### src/rtl/cic_pkg.sv
// Summary of operation
// - An 8-bit control register holds global enable (bit 7), peripheral enable (bit 6), timer enable (bit 5) and timer flag (bit 2), all readable and writable.
// - The control register answers at index 0Bh and at its mirror 8Bh with one storage, and reset clears every bit.
// - A timer overflow sets the timer flag whatever the enable bits hold.
// - The timer flag stays set until software writes a zero to it; hardware never clears it.
// - The timer flag can request an interrupt only while the timer enable is one.
// - The peripheral pending input passes only while the peripheral enable is one.
// - No request reaches the core while the global enable is zero.
`default_nettype none
package cic_pkg;

    // =========================================================
    // Register indices (byte address is four times the index)
    localparam logic [9:0] CIC_IDX_CTRL = 10'h00b;
    localparam logic [9:0] CIC_IDX_CTRL_MIRROR = 10'h08b;
    localparam logic [9:0] CIC_IDX_IRQ_STATUS = 10'h010;
    localparam logic [9:0] CIC_IDX_IRQ_CLEAR = 10'h011;
    localparam logic [9:0] CIC_IDX_IRQ_ENABLE = 10'h012;

    // =========================================================
    // Control register fields
    localparam int CIC_BIT_GLOBAL_EN = 7;
    localparam int CIC_BIT_PERIPH_EN = 6;
    localparam int CIC_BIT_TIMER_EN = 5;
    localparam int CIC_BIT_TIMER_FLAG = 2;
    localparam logic [7:0] CIC_CTRL_RESET = 8'h00;

    // =========================================================
    // Event status layout
    localparam int CIC_EVT_W = 2;
    localparam int CIC_EVT_TIMER = 0;
    localparam int CIC_EVT_PERIPH = 1;
    localparam logic [1:0] CIC_EVT_RESET = 2'h0;

    // =========================================================
    // Bus encodings
    localparam logic [1:0] CIC_HTRANS_NONSEQ = 2'h2;
    localparam logic [2:0] CIC_HSIZE_WORD = 3'h2;
    localparam logic CIC_HRESP_OKAY = 1'b0;
    localparam logic [31:0] CIC_HRDATA_RESET = 32'h00000000;

    typedef enum logic [1:0] {
        CIC_BUS_IDLE = 2'b01,
        CIC_BUS_RDWAIT = 2'b10
    } cic_bus_state_t;

    function automatic logic cicIsCtrl(input logic [9:0] idx);
        return (idx == CIC_IDX_CTRL) || (idx == CIC_IDX_CTRL_MIRROR);
    endfunction

endpackage
`default_nettype wire

### src/rtl/cic_ahb_slave.sv
`timescale 1ns/1ps
`default_nettype none
module cic_ahb_slave
    import cic_pkg::*;
(
    input wire logic mclk,
    input wire logic rst,
    input wire logic ce,
    input wire logic hsel,
    input wire logic [31:0] haddr,
    input wire logic [1:0] htrans,
    input wire logic hwrite,
    input wire logic [2:0] hsize,
    input wire logic hready,
    input wire logic [31:0] readData,
    output logic hreadyout,
    output logic [31:0] hrdata,
    output logic wrEn,
    output logic [9:0] accIndex
);

    // =========================================================
    // Address phase decode
    logic addrTake;
    logic addrOk;
    cic_bus_state_t busState;

    assign addrTake = hsel && hready && htrans == CIC_HTRANS_NONSEQ;
    assign addrOk = addrTake && hsize == CIC_HSIZE_WORD &&
        haddr[1:0] == 2'h0 && haddr[31:12] == 20'h00000;

    // =========================================================
    // Captured index and write strobe for the data phase
    always_ff @(posedge mclk or posedge rst)
    begin
        if (rst)
        begin
            accIndex <= 10'h000;
            wrEn <= 1'b0;
        end
        else if (ce)
        begin
            if (addrTake)
            begin
                accIndex <= addrOk ? haddr[11:2] : 10'h3ff;
            end
            wrEn <= addrOk && hwrite;
        end
    end

    // =========================================================
    // Reads take one wait state so earlier writes are visible
    always_ff @(posedge mclk or posedge rst)
    begin
        if (rst)
        begin
            busState <= CIC_BUS_IDLE;
            hreadyout <= 1'b1;
            hrdata <= CIC_HRDATA_RESET;
        end
        else if (ce)
        begin
            unique case (busState)
                CIC_BUS_IDLE:
                begin
                    if (addrTake && !hwrite)
                    begin
                        busState <= CIC_BUS_RDWAIT;
                        hreadyout <= 1'b0;
                    end
                end
                CIC_BUS_RDWAIT:
                begin
                    busState <= CIC_BUS_IDLE;
                    hreadyout <= 1'b1;
                    hrdata <= readData;
                end
                default:
                begin
                    busState <= CIC_BUS_IDLE;
                    hreadyout <= 1'b1;
                end
            endcase
        end
    end

endmodule // cic_ahb_slave
`default_nettype wire

### src/rtl/cic_core_interrupt_control.sv
`timescale 1ns/1ps
`default_nettype none
module cic_core_interrupt_control
    import cic_pkg::*;
(
    input wire logic mclk,
    input wire logic rst,
    input wire logic ce,
    input wire logic hsel,
    input wire logic [31:0] haddr,
    input wire logic [1:0] htrans,
    input wire logic hwrite,
    input wire logic [2:0] hsize,
    input wire logic [31:0] hwdata,
    input wire logic hready,
    output logic [31:0] hrdata,
    output logic hreadyout,
    output logic hresp,
    input wire logic timerOverflow,
    input wire logic periphPending,
    output logic coreIrqReq,
    output logic sysIrq
);

    // =========================================================
    // Bus slave
    logic busWrEn;
    logic [9:0] busIndex;
    logic [31:0] readData;

    cic_ahb_slave u_slave (
        .mclk(mclk),
        .rst(rst),
        .ce(ce),
        .hsel(hsel),
        .haddr(haddr),
        .htrans(htrans),
        .hwrite(hwrite),
        .hsize(hsize),
        .hready(hready),
        .readData(readData),
        .hreadyout(hreadyout),
        .hrdata(hrdata),
        .wrEn(busWrEn),
        .accIndex(busIndex)
    );

    always_ff @(posedge mclk or posedge rst)
    begin
        if (rst)
        begin
            hresp <= CIC_HRESP_OKAY;
        end
        else if (ce)
        begin
            hresp <= CIC_HRESP_OKAY;
        end
    end

    // =========================================================
    // Write decode
    logic wrCtrl;
    logic wrClear;
    logic wrEnable;

    assign wrCtrl = busWrEn && cicIsCtrl(busIndex);
    assign wrClear = busWrEn && busIndex == CIC_IDX_IRQ_CLEAR;
    assign wrEnable = busWrEn && busIndex == CIC_IDX_IRQ_ENABLE;

    // =========================================================
    // Control register enable bits
    logic globalEnReg;
    logic periphEnReg;
    logic timerEnReg;
    logic timerFlagReg;
    logic timerFlagNext;

    always_ff @(posedge mclk or posedge rst)
    begin
        if (rst)
        begin
            globalEnReg <= CIC_CTRL_RESET[CIC_BIT_GLOBAL_EN];
            periphEnReg <= CIC_CTRL_RESET[CIC_BIT_PERIPH_EN];
            timerEnReg <= CIC_CTRL_RESET[CIC_BIT_TIMER_EN];
        end
        else if (ce && wrCtrl)
        begin
            globalEnReg <= hwdata[CIC_BIT_GLOBAL_EN];
            periphEnReg <= hwdata[CIC_BIT_PERIPH_EN];
            timerEnReg <= hwdata[CIC_BIT_TIMER_EN];
        end
    end

    // =========================================================
    // Timer flag: overflow wins over a software clear
    assign timerFlagNext = timerOverflow ||
        (wrCtrl ? hwdata[CIC_BIT_TIMER_FLAG] : timerFlagReg);

    always_ff @(posedge mclk or posedge rst)
    begin
        if (rst)
        begin
            timerFlagReg <= CIC_CTRL_RESET[CIC_BIT_TIMER_FLAG];
        end
        else if (ce)
        begin
            timerFlagReg <= timerFlagNext;
        end
    end

    // =========================================================
    // Request toward the core
    logic timerReq;
    logic periphReq;
    logic coreIrqNext;

    assign timerReq = timerEnReg && timerFlagReg;
    assign periphReq = periphEnReg && periphPending;
    assign coreIrqNext = globalEnReg && (timerReq || periphReq);

    always_ff @(posedge mclk or posedge rst)
    begin
        if (rst)
        begin
            coreIrqReq <= 1'b0;
        end
        else if (ce)
        begin
            coreIrqReq <= coreIrqNext;
        end
    end

    // =========================================================
    // System event status, clear and enable
    logic [CIC_EVT_W-1:0] evtStatusReg;
    logic [CIC_EVT_W-1:0] evtEnableReg;
    logic [CIC_EVT_W-1:0] evtSet;
    logic [CIC_EVT_W-1:0] evtClr;
    logic periphReqPrev;

    always_comb
    begin
        evtSet = CIC_EVT_RESET;
        evtSet[CIC_EVT_TIMER] = timerOverflow;
        evtSet[CIC_EVT_PERIPH] = periphReq && !periphReqPrev;
        evtClr = wrClear ? hwdata[CIC_EVT_W-1:0] : CIC_EVT_RESET;
    end

    always_ff @(posedge mclk or posedge rst)
    begin
        if (rst)
        begin
            periphReqPrev <= 1'b0;
        end
        else if (ce)
        begin
            periphReqPrev <= periphReq;
        end
    end

    // Set wins over clear
    always_ff @(posedge mclk or posedge rst)
    begin
        if (rst)
        begin
            evtStatusReg <= CIC_EVT_RESET;
        end
        else if (ce)
        begin
            evtStatusReg <= evtSet | (evtStatusReg & ~evtClr);
        end
    end

    always_ff @(posedge mclk or posedge rst)
    begin
        if (rst)
        begin
            evtEnableReg <= CIC_EVT_RESET;
        end
        else if (ce && wrEnable)
        begin
            evtEnableReg <= hwdata[CIC_EVT_W-1:0];
        end
    end

    always_ff @(posedge mclk or posedge rst)
    begin
        if (rst)
        begin
            sysIrq <= 1'b0;
        end
        else if (ce)
        begin
            sysIrq <= |(evtStatusReg & evtEnableReg);
        end
    end

    // =========================================================
    // Read mux, reserved bits and unmapped words read zero
    logic [7:0] ctrlValue;

    always_comb
    begin
        ctrlValue = 8'h00;
        ctrlValue[CIC_BIT_GLOBAL_EN] = globalEnReg;
        ctrlValue[CIC_BIT_PERIPH_EN] = periphEnReg;
        ctrlValue[CIC_BIT_TIMER_EN] = timerEnReg;
        ctrlValue[CIC_BIT_TIMER_FLAG] = timerFlagReg;
        readData = 32'h00000000;
        if (cicIsCtrl(busIndex))
        begin
            readData = {24'h000000, ctrlValue};
        end
        else if (busIndex == CIC_IDX_IRQ_STATUS)
        begin
            readData = {30'h00000000, evtStatusReg};
        end
        else if (busIndex == CIC_IDX_IRQ_ENABLE)
        begin
            readData = {30'h00000000, evtEnableReg};
        end
    end

    // =========================================================
    // Assertions
    property p_ctrl_store;
        @(posedge mclk) disable iff (rst)
        (ce && wrCtrl) |=>
            globalEnReg == $past(hwdata[CIC_BIT_GLOBAL_EN]) &&
            periphEnReg == $past(hwdata[CIC_BIT_PERIPH_EN]) &&
            timerEnReg == $past(hwdata[CIC_BIT_TIMER_EN]);
    endproperty
    a_ctrl_store: assert property (p_ctrl_store)
        else $error("control write not stored");

    property p_ctrl_readback;
        @(posedge mclk) disable iff (rst)
        (ce && !hreadyout && cicIsCtrl(busIndex)) |=>
            hrdata[7:0] == {$past(globalEnReg), $past(periphEnReg),
            $past(timerEnReg), 2'b00, $past(timerFlagReg), 2'b00};
    endproperty
    a_ctrl_readback: assert property (p_ctrl_readback)
        else $error("control read at either index is wrong");

    property p_flag_set;
        @(posedge mclk) disable iff (rst)
        (ce && timerOverflow) |=> timerFlagReg;
    endproperty
    a_flag_set: assert property (p_flag_set)
        else $error("overflow did not set timer flag");

    property p_flag_hold;
        @(posedge mclk) disable iff (rst)
        (timerFlagReg && !(ce && wrCtrl && !hwdata[CIC_BIT_TIMER_FLAG]))
            |=> timerFlagReg;
    endproperty
    a_flag_hold: assert property (p_flag_hold)
        else $error("timer flag cleared without a software write");

    property p_timer_block;
        @(posedge mclk) disable iff (rst)
        (ce && !timerEnReg && !(periphEnReg && periphPending)) |=>
            !coreIrqReq;
    endproperty
    a_timer_block: assert property (p_timer_block)
        else $error("timer flag requested while timer disabled");

    property p_periph_block;
        @(posedge mclk) disable iff (rst)
        (ce && !periphEnReg && !(timerEnReg && timerFlagReg)) |=>
            !coreIrqReq;
    endproperty
    a_periph_block: assert property (p_periph_block)
        else $error("peripheral passed while peripheral disabled");

    property p_global_block;
        @(posedge mclk) disable iff (rst)
        (ce && !globalEnReg) |=> !coreIrqReq;
    endproperty
    a_global_block: assert property (p_global_block)
        else $error("request while global enable clear");

    property p_core_req;
        @(posedge mclk) disable iff (rst)
        ce |=> coreIrqReq == $past(globalEnReg && ((timerEnReg &&
            timerFlagReg) || (periphEnReg && periphPending)));
    endproperty
    a_core_req: assert property (p_core_req)
        else $error("core request does not follow enables and flags");

    property p_sys_irq;
        @(posedge mclk) disable iff (rst)
        ce |=> sysIrq == $past(|(evtStatusReg & evtEnableReg));
    endproperty
    a_sys_irq: assert property (p_sys_irq)
        else $error("system interrupt does not follow status and enable");

    property p_freeze;
        @(posedge mclk) disable iff (rst)
        !ce |=> $stable(coreIrqReq) && $stable(timerFlagReg) &&
            $stable(globalEnReg) && $stable(evtStatusReg);
    endproperty
    a_freeze: assert property (p_freeze)
        else $error("state changed while clock enable low");

endmodule // cic_core_interrupt_control
`default_nettype wire

### config.mk
export PLATFORM = sky130hd
export DESIGN_NAME = cic_core_interrupt_control
export DESIGN_NICKNAME = d
export VERILOG_FILES = /design/src/rtl/cic_pkg.sv /design/src/rtl/cic_ahb_slave.sv /design/src/rtl/cic_core_interrupt_control.sv
export SDC_FILE = /design/constraint.sdc
export NUM_CORES = 1
export LEC_CHECK = 0
export ABC_AREA = 1
export BUFFER_PORTS_ARGS = -buffer_cell sky130_fd_sc_hd__buf_2
export CORE_MARGIN = 1.5
export CORE_UTILIZATION = 47
export DETAILED_ROUTE_END_ITERATION = 10
export PLACE_DENSITY = 0.86
export SETUP_SLACK_MARGIN = 0.5
export SYNTH_ARGS = -nofsm -noshare
export SYNTH_HDL_FRONTEND = slang
export SYNTH_SLANG_ARGS = --single-unit
### constraint.sdc
create_clock -name mclk -period 2.83 [get_ports mclk]
set_clock_uncertainty 0.1 [all_clocks]
set_input_delay 0.283 -clock mclk [delete_from_list [all_inputs] [get_ports mclk]]
set_output_delay 0.283 -clock mclk [all_outputs]
set_load 0.01 [all_outputs]
; ---- After elaboration in Yosys (flattened, before gate mapping)
; Index checks and enable logic that the tools add are counted.
[classes]
eq_ne = 10
mux = 10
bitwise_logic = 4
n_reduce_logical = 27
[ops]
columns = op, n
row1 = $eq 10x5->1 const B, 3
row2 = $logic_not 20->1, 1
row3 = $logic_and 1x1->1, 16
row4 = $eq 10x4->1 const B, 1
row5 = $eq 10x8->1 const B, 1
row6 = $mux 10, 1
row7 = $mux 2, 5
row8 = $mux 8, 1
row9 = $reduce_and 2->1, 3
row10 = $and 2x2->2, 2
row11 = $eq 2x2->1 const B, 2
row12 = $eq 3x2->1 const B, 1
row13 = $logic_or 1x1->1, 3
row14 = $mux 1, 3
row15 = $eq 2x1->1 const B, 1
row16 = $logic_not 1->1, 2
row17 = $logic_not 2->1, 1
row18 = $ne 2x1->1 const B, 1
row19 = $not 2->2, 1
row20 = $or 2x2->2, 1
row21 = $reduce_or 2->1, 1
[totals]
reg_bits = 57
input_bits = 77
out_inout_bits = 36

; ---- Longest topological paths before layout
[logic_depth]
ltp_word = 6
ltp_mapped = 8

; ---- Modules after synthesis
; From an unflattened synthesis, not the netlist that was laid out.
[hier_totals]
cells_unflattened = 285
area_unflattened_um2 = 2750.1
[modules_own_cells]
columns = module, instances, cells_each, area_per_inst_um2, seq_area_each_um2
row1 = cic_ahb_slave, 1, 181, 2049.5, 1127.3
row2 = cic_core_interrupt_control, 1, 104, 700.7, 275.3

; ---- Worst setup path after synthesis
; OpenSTA, ideal clock, no wires.
[synth_timing]
path_kind = flip-flop to flip-flop
start = register u_slave.accIndex[9]
end = register timerFlagReg
setup_time_ps = 125
arrival_ps = 917
required_time_ps = 2605
path_slack_ps = 1689
stages_incl_launch_ff = 7
path_buffers = 0
cell_sequence = dfrtp_1 > nor2_1 > nand2_2 > inv_2 > nand3_2 > nand2_1 > nand3_1
[synth_via]
elab_chain_cells = 5
elab_cells_between_ends = 6
classes_between = eq/ne: 2 / mux: 1 / reduce/logical: 3
[synth_lines]
columns = item, line_no
row1 = from (decl), cic_ahb_slave.sv:19  ; output logic [9:0] accIndex
row2 = from (signal assigned), cic_ahb_slave.sv:45  ; accIndex <= addrOk ? haddr[11:2] : 10'h3ff;
row3 = $eq 10x4->1 / $eq 10x8->1 (equally long branches), cic_pkg.sv:48  ; return (idx == CIC_IDX_CTRL) || (idx == CIC_IDX_CTRL_MIRROR);
row4 = $logic_or 1x1->1 *, cic_pkg.sv:48
row5 = $logic_and 1x1->1 *, cic_core_interrupt_control.sv:66  ; assign wrCtrl = busWrEn && cicIsCtrl(busIndex);
row6 = $mux 1 *, cic_core_interrupt_control.sv:97  ; (wrCtrl ? hwdata[CIC_BIT_TIMER_FLAG] : timerFlagReg);
row7 = $logic_or 1x1->1 *, cic_core_interrupt_control.sv:96  ; assign timerFlagNext = timerOverflow ||
row8 = to (signal assigned), cic_core_interrupt_control.sv:103  ; timerFlagReg <= CIC_CTRL_RESET[CIC_BIT_TIMER_FLAG];
row9 = to (signal assigned), cic_core_interrupt_control.sv:107  ; timerFlagReg <= timerFlagNext;
row10 = to (decl), cic_core_interrupt_control.sv:75  ; logic timerFlagReg;
; Every way passes the cells marked *; elsewhere a longest branch is shown, timed or not.
; A chain may end at the register's enable or synchronous reset.

; ---- Final worst setup path
[layout_timing]
start = input port ce
end = register u_slave.accIndex[4]
[layout_via]
elab_chain_cells = 1
[layout_lines]
columns = item, line_no
row1 = from (decl), cic_core_interrupt_control.sv:8  ; input wire logic ce,
row2 = $reduce_and 2->1 (no source line), n/a
; Every way passes these cells.

==> impl_metrics.yaml <==
status:
  run_status: "finished, final reports clean"
cts:
  cts_buffer_depth: 2
  ctsResizeCount: 0
  clk_pin_slew_ns: 0.07
  cts-hold-fix-buffers: 1
  cts_made_buffers: 5
  htreeDepth: 2
  clock_latency_ns: 0.29
  cts_setup_buffers: 0
  clockRootBuffer: "clkbuf_8"
  cts.sinks: 30
  cts_tree: "done"
cells_and_area:
  area_growth_pct: 17.9
  utilization: 0.586
  final_area_um2: 2190
  antenna_cells: 0
  finish.net_count: 389
  drive_gt1_frac: 0.345
timing:
  slew_viol_final: 0
  timing.final.crit_share: 0.525
  final-hold-violation-count: 0
  worst_slew_pin_slew_ns: 0.756
  max_freq_mhz: 673
  grt_setup_unrepaired: "false"
  setup_slack_ns: 1.34
  slew_headroom: 0.495
  fin_crit_ns: 1.49
  setup_viol: 0
  final.setup.tns_ns: 0
route:
  drcViolationCount: 0
  firstDrtPassIters: 4
  wl_per_cell_um: 10.4
  routed_wl_um: 3740
  antenna_left: 0
  drtIter0Drc: 63
  vias: 1584
  via_per_inst: 4.39
die:
  rows: 22
  core_area_um2: 3740
  die_w_um: 65.9
  dieArea_um2: 4350
  die_h_um: 65.9
  io_pins: 113
  start_util: 0.497
power_and_ir_drop:
  p_sw_w: 0.000218
  power_leakage_nw: 1.29
  power_frac_comb: 0.093
  p_int_w: 0.000657
  finalPower_w: 0.000875
  seqPwrFrac: 0.492
  power-per-cell-area_nw_per_um2: 399
  clkPwrFrac: 0.416
  ir_drop_uv: 313
  swShare: 0.249
place:
  dp_hpwl_um: 2830
  dp_worst_setup_slack_ns: 1.03
  port-buffer-count: 59
  place_congestion: 0.796
  placed_cell_area_um2: 2090
critical_path:
  worstPathRequired_ns: 2.89
  r2r-start: "u_slave.accIndex[9]$_DFFE_PP0P_"
  reg2reg_slack_ns: 1.51
  crit_type: "input port to flop"
  cp-end-kind: "flop"
  startpoint: "ce"
  cp.arrival_ns: 1.55
  worstPathMaxFanout: 21
  worstSetupStartpointType: "input port"
logic_synthesis:
  synth-seq-area-share: 0.404
  avgSynthCellArea_um2: 7.48
  ys_types: 22
  synth_seq_cells: 30
  syn_inst: 249
  synth.cell_area_um2: 1860
  yosys_warnings: 0
global_route:
  grt_pass1_vias: 1530
  antenna_found_initial: 0
  grt_overflow: 0
  track_usage: 0.198
  grt_pass1_wl_um: 6490
  grt_max_degree: 31
hold_path:
  hold_path_startpoint: "hwdata[7]"
  hold_path.class: "input port to flop"
run:
  drv_cap: 0
## cells in the mapped netlist (all sizes together)
cell / number / area, µm²
nand4: 6 / 37.5
nand3: 12 / 75.1
dfstp: 1 / 26.3
buf: 31 / 233
nand2: 66 / 255
a22oi: 1 / 7.51
inv: 41 / 154
a21oi: 13 / 103
o21ai: 8 / 40.0
nor2: 39 / 193
a22o: 1 / 8.76
conb: 1 / 3.75
dfrtp: 29 / 726
## state kept, by name, summed over array words and instances, names as in the netlist
signal	cells
coreIrqReq	1
evtEnableReg	2
evtStatusReg	2
globalEnReg	1
periphEnReg	1
periphReqPrev	1
sysIrq	1
timerEnReg	1
timerFlagReg	1
u_slave.accIndex	10
u_slave.busState	2
u_slave.hrdata	6
u_slave.wrEn	1
## routing by layer
metal  routed length (µm)  part of all wire  global-route usage  vias to the layer above
met3                  175             0.047              0.0426                        9
met2                 2000              0.54               0.367                       40
li1                     -                 -                   -                      830
met1                 1490              0.40               0.215                      705
met5                    0                 0                   0                        -
met4                   69             0.018              0.0842                        0
## final timing paths
check	depth (start not counted)	to
worst max-delay path	4	u_slave.accIndex[4]$_DFFE_PP0P_
worst min-delay path	3	globalEnReg$_DFFE_PP0P_
worst max register to register	6	globalEnReg$_DFFE_PP0P_
worst min register to register	2	u_slave.hrdata[0]$_DFFE_PP0P_
max in group asynchronous	4	u_slave.busState[0]$_DFFE_PP1P_
min in group asynchronous	4	coreIrqReq$_DFFE_PP0P_
## power groups by stage
stage / Sequential, W / Clock (W) / Combinational [W]
final: 0.000430 / 0.000364 / 0.0000810
after global routing: 0.000430 / 0.000383 / 0.0000932
after CTS: 0.000430 / 0.000368 / 0.0000812
after detailed placement: 0.000438 / 0 / 0.0000799
after global placement: 0.000438 / 0 / 0.0000781
after floorplan: 0.000438 / 0 / 0.0000663
## critical path: stages
cell,delay [ns]
buf_2,0.24
nand3_1,0.59
nor2_1,0.34
a21oi_2,0.08
## cell type report
class | instances | area (µm²)
Fill cell | 378 | 1550
Multi-Input combinational cell | 173 | 821
Sequential cell | 30 | 752
Timing Repair Buffer | 61 | 313
Inverter | 41 | 154
Clock buffer | 6 | 82.6
Tap cell | 48 | 60.1
Clock inverter | 2 | 12.5
## cells by family (layout without fill, tap and decap cells)
family,Yosys count,after routing,synth area share
flip-flops,30,30,0.404
AND/OR/NAND/NOR,123,123,0.301
AO/OA/AOI/OAI,23,23,0.0853
other,1,27,0.00201
buffers and inverters,72,110,0.208
## cell usage in the layout, fill, tap and decap left out, types with 3 or more instances in the layout
master    netlist  routed
a21oi_1         3       3
a21oi_2        10      10
buf_2           3      59
clkbuf_8        0       6
conb_1          1      27
dfrtp_1        29      29
inv_1          25      25
inv_2          16      16
nand2_1        63      63
nand2_2         3       3
nand3_1         9       9
nand3_2         3       3
nand4_1         6       6
nor2_1         32      32
nor2_2          3       3
nor2_4          3       3
o21ai_1         8       8
## stage by stage
step           hold slack [ns]  cells
2_1_floorplan            0.273    275
3_3_place_gp             0.272    352
3_5_place_dp             0.276    352
4_1_cts                  0.122    361
5_1_grt                  0.123    361
6_report                 0.119    361
Power figures use the tool's default switching activity.
